$ cat src/internal_clock_out_pkg.sv
// Package of constants and types for the internal clock loop control.
package internal_clock_out_pkg;
  // Register indices; the byte address is four times the index.
  localparam logic [7:0] IDX_CTRL  = 8'h36;
  localparam logic [7:0] IDX_MULT  = 8'h37;
  localparam logic [7:0] IDX_DIV   = 8'h39;
  localparam logic [7:0] IDX_STAGE = 8'h3a;
  localparam logic [7:0] IDX_ISTAT = 8'h3e;
  localparam logic [7:0] IDX_IMASK = 8'h3f;
  // Control register bit positions.
  localparam int unsigned C_IRQEN = 7;
  localparam int unsigned C_MFLT  = 6;
  localparam int unsigned C_MON   = 5;
  localparam int unsigned C_SEL   = 4;
  localparam int unsigned C_GENON = 3;
  localparam int unsigned C_STBL  = 2;
  localparam int unsigned C_EXTON = 1;
  localparam int unsigned C_EXTST = 0;
  // Reset values.
  localparam logic       GENON_RST = 1'h1;
  localparam logic [6:0] MULT_RST  = 7'h15;
  localparam logic [3:0] DIV_RST   = 4'h0;
  localparam logic [7:0] STAGE_RST = 8'h80;
  // Divider code ceiling, a divide by 512.
  localparam logic [3:0] DIV_MAX   = 4'h9;
  // Stage steps for the three error bands.
  localparam logic [7:0] STEP_COARSE = 8'h20;
  localparam logic [7:0] STEP_MEDIUM = 8'h08;
  localparam logic [7:0] STEP_MIN    = 8'h01;
  // Base clock rising edges per correction.
  localparam logic [2:0] BASE_EDGES  = 3'h4;
  // Interrupt status bits.
  localparam int unsigned IRQ_W      = 2;
  localparam int unsigned IRQ_STABLE = 0;
  localparam int unsigned IRQ_LIMIT  = 1;
  // Error band reported by the frequency comparator.
  typedef enum logic [1:0] {
    BAND_COARSE, BAND_MEDIUM, BAND_MIN, BAND_LOCK
  } internal_clock_out_band_t;
  // Comparator report: band and wanted direction.
  typedef struct packed {
    internal_clock_out_band_t band;
    logic       longer;
  } internal_clock_out_err_t;
endpackage : internal_clock_out_pkg
$ cat src/internal_clock_out_loop_ctrl.sv
// Loop filter correction control with an AHB-Lite register slave.
//
// Added by the designer: the placing of the registers and the AHB-Lite register port.
`timescale 1ns/10ps
// Overview of operation
// RULE_01: Coarse steps above 15 percent, eight double period.
// RULE_02: Eight coarse steps sum about eleven fastest.
// RULE_03: Medium band steps 1.61 to 2.94 percent.
// RULE_04: At most eight medium steps reach 5 percent.
// RULE_05: Each correction spans four base clock periods.
// RULE_06: Stable flag set when error below 5 percent.
// RULE_07: Below 5 percent only minimum single steps.
// RULE_08: At most 24 minimum steps, 32 total.
// RULE_09: Code writes accepted only while generator off.
// RULE_10: Restart begins at last written codes.
// RULE_11: Period tracks two-power divider times stage.
// RULE_12: Generator off forces fixed control readings.
// RULE_13: Software shifts divider for power-of-two ratios.
// RULE_14: Software halves stage above 255, bumps divider.
// RULE_15: Software keeps divider 0 to 9 only.
// RULE_16: Divider saturates at nine, divide by 512.
// RULE_17: Divider moves only by stage carry or borrow.
// RULE_18: Target is multiply factor times base clock.
// RULE_19: Step size from band, direction reduces error.
module internal_clock_out_loop_ctrl (
  input  wire logic             sys_clk,
  input  wire logic             reset_n,
  input  wire logic             hsel,
  input  wire logic [31:0]      haddr,
  input  wire logic [1:0]       htrans,
  input  wire logic             hwrite,
  input  wire logic [2:0]       hsize,
  input  wire logic [31:0]      hwdata,
  input  wire logic             hready,
  output logic                  hreadyout,
  output logic                  hresp,
  output logic [31:0]           hrdata,
  input  wire logic             low_freq_base_clock,
  input  wire internal_clock_out_pkg::internal_clock_out_err_t cmp_err,
  input  wire logic             monitor_fault_flag,
  input  wire logic             external_clock_stable,
  output logic                  internal_generator_on,
  output logic                  clock_monitor_on,
  output logic                  monitor_irq_enable,
  output logic                  clock_select,
  output logic                  external_generator_on,
  output logic                  clock_stable_flag,
  output logic [3:0]            osc_divider_code,
  output logic [7:0]            osc_stage_code,
  output logic [6:0]            mult_factor,
  output logic                  irq
);

  // Filter states: idle while off, settling, then stable.
  typedef enum logic [1:0] {
    ST_OFF, ST_SETTLE, ST_STABLE
  } internal_clock_out_state_t;

  // Width of the event status and mask, taken from the package.
  localparam int unsigned IRQ_W = internal_clock_out_pkg::IRQ_W;

  internal_clock_out_state_t            state_q;     // Filter state.
  logic                   ph_wr_q;     // Data phase is a write.
  logic [7:0]             ph_idx_q;    // Word index of data phase.
  logic                   ph_act_q;    // A data phase is pending.
  logic                   take;        // Address phase accepted.
  logic [7:0]             a_idx;       // Word index of address phase.
  logic                   wr_ctrl;     // Write strobes, data phase.
  logic                   wr_mult;
  logic                   wr_div;
  logic                   wr_stage;
  logic                   wr_istat;
  logic                   wr_imask;
  logic                   gen_on_q;    // Internal generator enable.
  logic                   mon_q;       // Clock monitor enable.
  logic                   irqen_q;     // Monitor interrupt enable.
  logic                   sel_q;       // Clock select.
  logic                   exton_q;     // External generator enable.
  logic [6:0]             mult_q;      // Multiply factor.
  logic [3:0]             div_q;       // Divider code as stored.
  logic [7:0]             stage_q;     // Stage code.
  logic [3:0]             div_eff;     // Divider code after ceiling.
  logic [IRQ_W-1:0]       istat_q;     // Sticky event bits.
  logic [IRQ_W-1:0]       imask_q;     // Event enables.
  logic [IRQ_W-1:0]       ev;          // Event pulses this cycle.
  logic                   base_q;      // Base clock last sample.
  logic                   base_rise;   // Base clock rising edge.
  logic [2:0]             edge_cnt_q;  // Base edges in this correction.
  logic                   corr;        // Correction strobe.
  logic [7:0]             step;        // Chosen stage step.
  logic [12:0]            sum;         // Code after the step.
  logic                   over;        // Step ran past the ceiling.
  logic                   under;       // Step ran below zero.
  logic [7:0]             ctrl_rd;     // Control register read view.
  logic [31:0]            rd_d;        // Next read data.

  // Package names used throughout.
  localparam internal_clock_out_pkg::internal_clock_out_band_t B_COARSE = internal_clock_out_pkg::BAND_COARSE;
  localparam internal_clock_out_pkg::internal_clock_out_band_t B_MEDIUM = internal_clock_out_pkg::BAND_MEDIUM;
  localparam internal_clock_out_pkg::internal_clock_out_band_t B_MIN    = internal_clock_out_pkg::BAND_MIN;

  // The slave never stalls and never errors.
  assign hreadyout = 1'b1;
  assign hresp     = 1'b0;

  // Address phase decode; only word index bits matter.
  assign take  = hsel & htrans[1] & hready;
  assign a_idx = haddr[9:2];

  // Latch the address phase for the following data phase.
  always_ff @(posedge sys_clk or negedge reset_n) begin
    if (!reset_n) begin
      ph_act_q <= 1'b0;
      ph_wr_q  <= 1'b0;
      ph_idx_q <= 8'h00;
    end else if (hready) begin
      ph_act_q <= take;
      ph_wr_q  <= take & hwrite;
      ph_idx_q <= a_idx;
    end
  end

  // Write strobes act in the data phase, when hwdata stands.
  always_comb begin
    wr_ctrl  = ph_wr_q & (ph_idx_q == internal_clock_out_pkg::IDX_CTRL);
    wr_mult  = ph_wr_q & (ph_idx_q == internal_clock_out_pkg::IDX_MULT);
    wr_div   = ph_wr_q & (ph_idx_q == internal_clock_out_pkg::IDX_DIV);
    wr_stage = ph_wr_q & (ph_idx_q == internal_clock_out_pkg::IDX_STAGE);
    wr_istat = ph_wr_q & (ph_idx_q == internal_clock_out_pkg::IDX_ISTAT);
    wr_imask = ph_wr_q & (ph_idx_q == internal_clock_out_pkg::IDX_IMASK);
  end

  // Control bits. With the generator off, monitor bits are held
  // clear and select and external enable held set, so software
  // can leave the system without a running source for one cycle at most.
  always_ff @(posedge sys_clk or negedge reset_n) begin
    if (!reset_n) begin
      gen_on_q <= internal_clock_out_pkg::GENON_RST;
      mon_q    <= 1'b0;
      irqen_q  <= 1'b0;
      sel_q    <= 1'b0;
      exton_q  <= 1'b0;
    end else begin
      if (wr_ctrl) begin
        gen_on_q <= hwdata[internal_clock_out_pkg::C_GENON];
        mon_q    <= hwdata[internal_clock_out_pkg::C_MON];
        irqen_q  <= hwdata[internal_clock_out_pkg::C_IRQEN];
        sel_q    <= hwdata[internal_clock_out_pkg::C_SEL];
        exton_q  <= hwdata[internal_clock_out_pkg::C_EXTON];
      end
      if (!gen_on_q) begin
        mon_q   <= 1'b0; // RULE_12
        irqen_q <= 1'b0; // RULE_12
        sel_q   <= 1'b1; // RULE_12
        exton_q <= 1'b1; // RULE_12
      end
    end
  end

  // Multiply factor sets the comparator's target frequency.
  always_ff @(posedge sys_clk or negedge reset_n) begin
    if (!reset_n) begin
      mult_q <= internal_clock_out_pkg::MULT_RST;
    end else if (wr_mult) begin
      mult_q <= hwdata[6:0]; // RULE_18
    end
  end

  // Codes above nine act as nine.
  assign div_eff = (div_q > internal_clock_out_pkg::DIV_MAX) ?
                   internal_clock_out_pkg::DIV_MAX : div_q; // RULE_16

  // Base clock is sampled as a synchronous level.
  always_ff @(posedge sys_clk or negedge reset_n) begin
    if (!reset_n) begin
      base_q <= 1'b0;
    end else begin
      base_q <= low_freq_base_clock;
    end
  end

  assign base_rise = low_freq_base_clock & ~base_q;

  // Count base edges; every fourth one ends a correction.
  always_ff @(posedge sys_clk or negedge reset_n) begin
    if (!reset_n) begin
      edge_cnt_q <= 3'h0;
    end else if (!gen_on_q) begin
      edge_cnt_q <= 3'h0;
    end else if (base_rise) begin
      if (edge_cnt_q == internal_clock_out_pkg::BASE_EDGES - 3'h1) begin
        edge_cnt_q <= 3'h0; // RULE_05
      end else begin
        edge_cnt_q <= edge_cnt_q + 3'h1;
      end
    end
  end

  assign corr = gen_on_q & base_rise &
    (edge_cnt_q == internal_clock_out_pkg::BASE_EDGES - 3'h1); // RULE_05

  // Step size per band. A coarse step flips stage bit 5, so eight
  // of them carry once into the divider and double the period; the
  // medium step is eight minimum steps, the minimum is one.
  always_comb begin
    case (cmp_err.band)
      B_COARSE: step = internal_clock_out_pkg::STEP_COARSE; // RULE_01 RULE_02 RULE_19
      B_MEDIUM: step = internal_clock_out_pkg::STEP_MEDIUM; // RULE_03 RULE_04 RULE_19
      B_MIN:    step = internal_clock_out_pkg::STEP_MIN;    // RULE_07 RULE_08 RULE_19
      default:  step = 8'h00;
    endcase
  end

  // Divider and stage form one code, so the divider only moves by
  // a stage carry or borrow; period goes as 2^divider times stage.
  always_comb begin
    if (cmp_err.longer) begin
      sum = {1'b0, div_eff, stage_q} + {5'h00, step}; // RULE_17 RULE_19
    end else begin
      sum = {1'b0, div_eff, stage_q} - {5'h00, step}; // RULE_17 RULE_19
    end
    under = ~cmp_err.longer & sum[12];
    over  = cmp_err.longer & (sum[11:8] > internal_clock_out_pkg::DIV_MAX);
  end

  // Code registers: software writes only while off, the filter
  // steps only while on, so the two never collide. Codes survive
  // disable, so a restart begins where software left them.
  always_ff @(posedge sys_clk or negedge reset_n) begin
    if (!reset_n) begin
      div_q   <= internal_clock_out_pkg::DIV_RST;
      stage_q <= internal_clock_out_pkg::STAGE_RST;
    end else if (!gen_on_q) begin
      if (wr_div) begin
        div_q <= hwdata[3:0]; // RULE_09 RULE_10
      end
      if (wr_stage) begin
        stage_q <= hwdata[7:0]; // RULE_09 RULE_10
      end
    end else if (corr && step != 8'h00) begin
      if (over) begin
        div_q   <= internal_clock_out_pkg::DIV_MAX; // RULE_16
        stage_q <= 8'hff;
      end else if (under) begin
        div_q   <= 4'h0;
        stage_q <= 8'h00;
      end else begin
        div_q   <= sum[11:8]; // RULE_11 RULE_17
        stage_q <= sum[7:0];  // RULE_11
      end
    end
  end

  // Stable once the comparator first reports under 5 percent; it
  // stays set through later band noise until the generator stops.
  always_ff @(posedge sys_clk or negedge reset_n) begin
    if (!reset_n) begin
      state_q <= ST_OFF;
    end else begin
      case (state_q)
        ST_OFF: begin
          if (gen_on_q) begin
            state_q <= ST_SETTLE;
          end
        end
        ST_SETTLE: begin
          if (!gen_on_q) begin
            state_q <= ST_OFF;
          end else if (corr && (cmp_err.band == B_MIN ||
                       cmp_err.band == internal_clock_out_pkg::BAND_LOCK)) begin
            state_q <= ST_STABLE; // RULE_06
          end
        end
        ST_STABLE: begin
          if (!gen_on_q) begin
            state_q <= ST_OFF; // RULE_12
          end
        end
        default: state_q <= ST_OFF;
      endcase
    end
  end

  // Event pulses: stable reached, and code pinned at a limit.
  always_comb begin
    ev = '0;
    ev[internal_clock_out_pkg::IRQ_STABLE] = (state_q == ST_SETTLE) & gen_on_q &
      corr & (cmp_err.band == B_MIN ||
              cmp_err.band == internal_clock_out_pkg::BAND_LOCK);
    ev[internal_clock_out_pkg::IRQ_LIMIT] = gen_on_q & corr & (step != 8'h00) &
      (over | under);
  end

  // Sticky status, write one to clear; a new event wins the clear.
  always_ff @(posedge sys_clk or negedge reset_n) begin
    if (!reset_n) begin
      istat_q <= '0;
    end else begin
      istat_q <= (istat_q & ~(wr_istat ? hwdata[IRQ_W-1:0] : '0)) | ev;
    end
  end

  // Interrupt mask, a one enables the matching status bit.
  always_ff @(posedge sys_clk or negedge reset_n) begin
    if (!reset_n) begin
      imask_q <= '0;
    end else if (wr_imask) begin
      imask_q <= hwdata[IRQ_W-1:0];
    end
  end

  // Control read view; the monitor flag reads clear while off.
  always_comb begin
    ctrl_rd = 8'h00;
    ctrl_rd[internal_clock_out_pkg::C_IRQEN] = irqen_q;
    ctrl_rd[internal_clock_out_pkg::C_MFLT]  = monitor_fault_flag & gen_on_q; // RULE_12
    ctrl_rd[internal_clock_out_pkg::C_MON]   = mon_q;
    ctrl_rd[internal_clock_out_pkg::C_SEL]   = sel_q;
    ctrl_rd[internal_clock_out_pkg::C_GENON] = gen_on_q;
    ctrl_rd[internal_clock_out_pkg::C_STBL]  = (state_q == ST_STABLE);
    ctrl_rd[internal_clock_out_pkg::C_EXTON] = exton_q;
    ctrl_rd[internal_clock_out_pkg::C_EXTST] = external_clock_stable |
                                 ~gen_on_q; // RULE_12
  end

  // Read mux, selected in the address phase; unmapped reads zero.
  always_comb begin
    rd_d = 32'h0000_0000;
    case (a_idx)
      internal_clock_out_pkg::IDX_CTRL:  rd_d[7:0] = ctrl_rd;
      internal_clock_out_pkg::IDX_MULT:  rd_d[6:0] = mult_q;
      internal_clock_out_pkg::IDX_DIV:   rd_d[3:0] = div_q;
      internal_clock_out_pkg::IDX_STAGE: rd_d[7:0] = stage_q;
      internal_clock_out_pkg::IDX_ISTAT: rd_d[IRQ_W-1:0] = istat_q;
      internal_clock_out_pkg::IDX_IMASK: rd_d[IRQ_W-1:0] = imask_q;
      default:             rd_d = 32'h0000_0000;
    endcase
  end

  // Read data is registered so it stands for the whole data phase.
  always_ff @(posedge sys_clk or negedge reset_n) begin
    if (!reset_n) begin
      hrdata <= 32'h0000_0000;
    end else if (take && !hwrite) begin
      hrdata <= rd_d;
    end
  end

  // Outputs toward the oscillator, comparator and clock logic.
  assign internal_generator_on = gen_on_q;
  assign clock_monitor_on      = mon_q;
  assign monitor_irq_enable    = irqen_q;
  assign clock_select          = sel_q;
  assign external_generator_on = exton_q;
  assign clock_stable_flag     = (state_q == ST_STABLE); // RULE_06
  assign osc_divider_code      = div_eff;
  assign osc_stage_code        = stage_q;
  assign mult_factor           = mult_q; // RULE_18
  assign irq                   = |(istat_q & imask_q);

  // Transfer size is fixed to words; hsize is accepted and unused.
  logic unused_size;
  assign unused_size = ^hsize;

endmodule : internal_clock_out_loop_ctrl

$ cat config.mk
export PLATFORM = sky130hd
export DESIGN_NAME = internal_clock_out_loop_ctrl
export DESIGN_NICKNAME = d
export VERILOG_FILES = /design/src/internal_clock_out_pkg.sv /design/src/internal_clock_out_loop_ctrl.sv
export SDC_FILE = /design/constraint.sdc
export NUM_CORES = 1
export LEC_CHECK = 0
export ABC_AREA = 0
export BUFFER_PORTS_ARGS = -buffer_cell sky130_fd_sc_hd__buf_2
export CAP_MARGIN = 10
export CORE_AREA = 4 4 94 96
export CTS_CLUSTER_SIZE = 30
export DETAILED_ROUTE_END_ITERATION = 16
export DIE_AREA = 0 0 98 100
export HOLD_SLACK_MARGIN = 0.06
export PLACE_DENSITY_LB_ADDON = 0.12
export SLEW_MARGIN = 10
export SYNTH_ARGS = -nofsm -noshare
export SYNTH_HDL_FRONTEND = slang
export SYNTH_SLANG_ARGS = --single-unit
$ cat constraint.sdc
create_clock -name sys_clk -period 2.3 [get_ports sys_clk]
set_input_delay 0.345 -clock sys_clk [delete_from_list [all_inputs] [get_ports sys_clk]]
set_output_delay 0.345 -clock sys_clk [all_outputs]
set_load 0.01 [all_outputs]
# [Word level (Yosys, flattened, before mapping)]
# Index checks and enable logic that the tools add are counted.
[op_classes] n_addsub=3 n_mul=0 div=0 order_cmp=2 n_eq_ne=24 shifts=0 n_mux=34 n_bitwise=30 n_reduce_logical=14
[op_table] operator="equality test 8 x 6 -> 1 bit (second input constant)" n=12
[op_table] operator="two-way mux 8 bit" n=5
[op_table] operator="two-way mux 4 bit" n=6
[op_table] operator="AND 1 bit" n=21
[op_table] operator="case mux 6 bit (3 select lines)" n=1
[op_table] operator="adder 12 x 8 -> 13 bit" n=1
[op_table] operator="two-way mux 13 bit" n=1
[op_table] operator="subtractor 12 x 8 -> 13 bit" n=1
[op_table] operator="case mux 2 bit (6 select lines)" n=1
[op_table] operator="two-way mux 2 bit" n=5
[op_table] operator="two-way mux 3 bit" n=3
[op_table] operator="case mux 3 bit (3 select lines)" n=1
[op_table] operator="> comparator 4 bit (second input constant)" n=2
[op_table] operator="two-way mux 1 bit" n=8
[op_table] operator="case mux 2 bit (4 select lines)" n=1
[op_table] operator="nonzero test 8 bit" n=1
[op_table] operator="equality test 2 bit (second input constant)" n=3
[op_table] operator="inequality test 2 bit (second input constant)" n=3
[op_table] operator="case mux 2 bit (3 select lines)" n=1
[op_table] operator="AND 2 bit" n=2
[op_table] operator="equality test 2 x 1 -> 1 bit (second input constant)" n=2
[op_table] operator="logical NOT 2 bit" n=2
[op_table] operator="inequality test 2 x 1 -> 1 bit (second input constant)" n=2
[op_table] operator="AND reduction 2 bit" n=2
[op_table] operator="other kinds (14)" n=20
[totals] ff_bits=51 latchBits=0 ram_bits=0 romBits=0 input_bits=80 output_inout_bits=60 memories=0

# [Logic depth before layout (Yosys ltp)]
[depth] depth_word=9 depth_mapped=13

# [Worst setup path before layout]
# OpenSTA, ideal clock, no wires.
[synth_timing] path_kind="input to register" from="in cmp_err[1] (netlist name)" to="reg stage_q[2] (netlist: osc_stage_code[2])" arrival_ns=2.865 required_time_ns=2.162 setup_slack_ns=-0.702 cell_stages=13 path_cell_list="inv_1 -> ha_1 -> nor2b_1 -> a21o_1 -> ha_1 -> o211ai_1 -> o211ai_1 -> or4b_1 -> and4b_1 -> o31a_1 -> o21ai_2 -> buf_6 -> o221ai_2"
[synth_between] elab_chain_cells=9 elab_cells_between_ends=18
[synth_lines] item="from (decl)" line_no="internal_clock_out_loop_ctrl.sv:39" rtl="input wire internal_clock_out_pkg::internal_clock_out_err_t cmp_err,"
[synth_lines] item="equality test 2 bit, or another cell as far along" line_no="internal_clock_out_loop_ctrl.sv:206" rtl="case (cmp_err.band)"
[synth_lines] item="case mux 6 bit (3 select lines) (*)" line_no="internal_clock_out_loop_ctrl.sv:206"
[synth_lines] item="subtractor 12 x 8 -> 13 bit / adder 12 x 8 -> 13 bit (equally long branches)" line_no="internal_clock_out_loop_ctrl.sv:220, internal_clock_out_loop_ctrl.sv:218"
[synth_lines] item="two-way mux 13 bit" line_no="internal_clock_out_loop_ctrl.sv:217" rtl="if (cmp_err.longer) begin"
[synth_lines] item="> comparator 4 bit / AND 1 bit (equally long branches)" line_no="internal_clock_out_loop_ctrl.sv:223, internal_clock_out_loop_ctrl.sv:222"
[synth_lines] item="AND 1 bit / two-way mux 8 bit (equally long branches)" line_no="internal_clock_out_loop_ctrl.sv:223, internal_clock_out_loop_ctrl.sv:244"
[synth_lines] item="two-way mux 8 bit" line_no="internal_clock_out_loop_ctrl.sv:241" rtl="if (over) begin"
[synth_lines] item="two-way mux 8 bit" line_no="internal_clock_out_loop_ctrl.sv:240" rtl="end else if (corr && step != 8'h00) begin"
[synth_lines] item="two-way mux 8 bit" line_no="internal_clock_out_loop_ctrl.sv:233" rtl="end else if (!gen_on_q) begin"
[synth_lines] item="to (signal assigned)" line_no="internal_clock_out_loop_ctrl.sv:232" rtl="stage_q <= internal_clock_out_pkg::STAGE_RST;"
[synth_lines] item="to (signal assigned)" line_no="internal_clock_out_loop_ctrl.sv:238" rtl="stage_q <= hwdata[7:0];"
[synth_lines] item="to (signal assigned)" line_no="internal_clock_out_loop_ctrl.sv:249" rtl="stage_q <= sum[7:0];"
[synth_lines] item="to (decl)" line_no="internal_clock_out_loop_ctrl.sv:81" rtl="logic [7:0] stage_q;"
# Mark *: on every way between the ends. The rest lies on a longest branch, timed or not. The select of a mux whose other input is x is not followed.
# A chain may end at the register's enable or synchronous reset.

# [Final worst setup path]
[layout_timing] from="in cmp_err[2] (netlist name)" to="reg stage_q[6] (netlist: osc_stage_code[6])"
# Same word-level chain as after synthesis.

==> flow_summary.yaml <==
placement:
  gp_congestion: 0.844
  placedInstanceArea_sq_mm: 0.00430
  dp_hpwl_um: 7360
  port_buffers: 61
power_and_ir_drop:
  p_leak_nw: 2.14
  p_per_area_mw_per_mm2: 484
  p_total_mw: 2.20
  p_int_mw: 1.55
  power.share.switching: 0.295
  combPwrFrac: 0.280
  pwr-share-seq: 0.435
  p_switching_uw: 649
  clockPowerShare: 0.285
  vdd_drop_max_mv: 0.305
floorplanning:
  die_area_sq_mm: 0.00980
  die_height_um: 100
  start_util: 0.429
  fp-row-count: 33
  io_pins: 140
  core-area_sq_mm: 0.00805
  die_w_um: 98
detailed_routing:
  drc: 0
  drt-total-wl_um: 9330
  wl_per_cell_um: 15.7
  drtPass1Iterations: 5
  vias: 3020
  via_per_inst: 5.09
  drt_iter0_markers: 154
  antenna_left: 0
timing:
  hold_violations: 0
  final.setup.tns_ns: -5.09
  tightestPinTransition_ns: 0.601
  drv_slew: 0
  fmax_mhz: 364
  setup_viol: 13
  worst_slack_ns: -0.447
  period_needed_ns: 2.75
  post-route-period-util: 1.19
  max_slew_margin: 0.599
  final.setup_skew_ns: 0.00880
  rsz0062_at_grt: "yes"
worst_setup_path:
  crit-reg2reg-launch: "div_q[2]"
  crit_buf_inv: 3
  arrival_ns: 2.92
  required_ns: 2.47
  critPathSlowestCell: "or4b_4"
  path_cells: "buf_12 -> inv_12 -> ha_4 -> nor2b_4 -> a21o_1 -> ha_4 -> o211ai_1 -> o211ai_1 -> or4b_4 -> and4b_1 -> o31a_1 -> o21ai_4 -> buf_12 -> o221ai_2"
  critPathTopFamily: "compound AO/OA/AOI/OAI gates"
  end_kind: "register"
  cp_slowest_stage_delay_ns: 0.49
  cp-start-kind: "input pin"
  crit_type: "in -> reg"
  cp_max_fo: 8
  crit_start: "cmp_err[2]"
finish:
  multiInputGateArea_sq_mm: 0.00206
  final_common_cell: "buf_4"
  final_cell_mix: "65 x buf_4, 59 x buf_2, 46 x dfrtp_1"
  final-seq-area_sq_mm: 0.00128
  nets: 584
  area_growth_pct: 31.4
  final_area_sq_mm: 0.00454
  drive_gt1_frac: 0.389
  final_core_utilization: 0.564
  diodes: 0
  fillCellCount: 754
clock_network:
  htreeDepth: 2
  cts_root_buf: "clkbuf_8"
  clockBufferDepth: 2
  cts.sinks: 51
  insertion_delay_ns: 0.31
  cts_tree: "yes"
  cts_buffers: 5
  clkTransAtPathRegs_ns: 0.09
global_route:
  grt_pass1_wl_um: 15500
  grt-ovfl-total: 0
  grt_pass1_vias: 3068
  track_usage: 0.196
  grt_max_degree: 28
  antenna_found_initial: 0
logic_synthesis:
  synthArstFlopShare: 1.00
  syn-cell-area_sq_mm: 0.00345
  yosys_warnings: 0
  synth.avg_cell_area_sq_um: 9.46
  synthCells: 365
  synthDistinctLibCells: 57
  synth_seq_cells: 51
  seq_area_frac_synth: 0.371
  synth_edf_count: 0
  synth_ff_type: "dfrtp_1"
hold_path:
  hold_path_startpoint: "low_freq_base_clock"
  min_path_type: "in -> reg"
status:
  violations: "negative setup slack"
  outcome: "finished, violations left"
flow_run:
  max_cap_violations: 0
## power groups by stage
stage / Sequential (mW) / Clock, mW / Combinational (mW)
final: 0.957 / 0.627 / 0.615
after global routing: 0.964 / 0.688 / 0.673
after CTS: 0.958 / 0.640 / 0.597
after detailed placement: 0.975 / 0 / 0.576
after global placement: 0.975 / 0 / 0.567
after floorplan: 0.982 / 0 / 0.342
## final cells by class
| class | count | area share |
|---|---|---|
| Inverter | 11 | 0.0124 |
| Multi-Input combinational cell | 287 | 0.455 |
| Sequential cell | 51 | 0.282 |
| Tap cell | 105 | 0.0289 |
| Timing Repair Buffer | 131 | 0.197 |
| Clock buffer | 6 | 0.0160 |
| Clock inverter | 2 | 0.00827 |
## per-stage QoR
stage	hold slack (ns)	std cells	setup WS, ns
5_1_grt	0.160	593	-0.538
6_report	0.172	593	-0.447
3_3_place_gp	0.378	582	-0.812
4_1_cts	0.166	592	-0.450
3_5_place_dp	0.386	582	-0.878
2_1_floorplan	0.0494	389	-0.486
## cells by family after synthesis
| logic type | share of synthesized area |
|---|---|
| muxes | 0.103 |
| other | 0.00217 |
| and+or+nand+nor | 0.168 |
| DFF | 0.371 |
| AOI/OAI and AO/OA | 0.175 |
| xor gates and xnor gates | 0.0275 |
| adders and majority gates | 0.0637 |
| buffers and inverters | 0.0902 |
## cells in the mapped netlist (all sizes together), types with 5 or more instances
| master | instances | area share |
|---|---|---|
| mux2i | 13 | 0.038 |
| buf | 31 | 0.068 |
| xnor2 | 5 | 0.015 |
| nand2 | 29 | 0.032 |
| a21o | 5 | 0.011 |
| dfstp | 5 | 0.038 |
| o21ai | 29 | 0.043 |
| xor2 | 5 | 0.013 |
| dfrtp | 46 | 0.33 |
| mux2 | 18 | 0.059 |
| a21oi | 19 | 0.028 |
| nand3 | 7 | 0.010 |
| inv | 11 | 0.012 |
| ha | 16 | 0.058 |
| nor2b | 14 | 0.026 |
| nor2 | 27 | 0.034 |
| nor3 | 8 | 0.012 |
| clkbuf | 9 | 0.0098 |
| nand2b | 12 | 0.022 |
## per-layer routing
metal,vias to the layer above,global-route usage,wire (um)
met2,92,0.326,4440
met1,1436,0.275,4240
met5,-,0,0
li1,1488,-,-
met3,4,0.0368,603
met4,0,0.0298,40
## worst register-to-register path: cells and delay by family (launching register included)
family,cells,cell delay (ns)
compound gates,7,1.32
fa+ha+maj,1,0.35
buf+inv,2,0.30
simple gates,1,0.12
flops,1,0.39
## path summary, 6_finish.rpt
path,end,slack (ns),depth (start not counted)
setup / recovery,osc_stage_code[6],-0.45,14
hold / removal,base_q,0.17,1
setup reg to reg,osc_stage_code[6],-0.31,11
hold reg to reg,state_q[0],0.47,1
max in group asynchronous,osc_stage_code[7],1.09,3
min in group asynchronous,ph_idx_q[4],0.58,2
## repair_timing
item,CTS,global route
hold buffers,1,0
gates resized for setup,13,9
hold endpoints to repair,20,0
setup endpoints to repair,13,13
pin swaps,7,6
setup buffers,1,2
## registers in the layout (all words and copies together) (netlist names)
register,cells
hrdata,8
clock_monitor_on,1
osc_stage_code,8
ph_idx_q,8
state_q,2
istat_q,2
base_q,1
imask_q,2
internal_generator_on,1
clock_select,1
div_q,4
edge_cnt_q,3
mult_factor,7
external_generator_on,1
monitor_irq_enable,1
ph_wr_q,1
(Power assumes the default switching activity.)
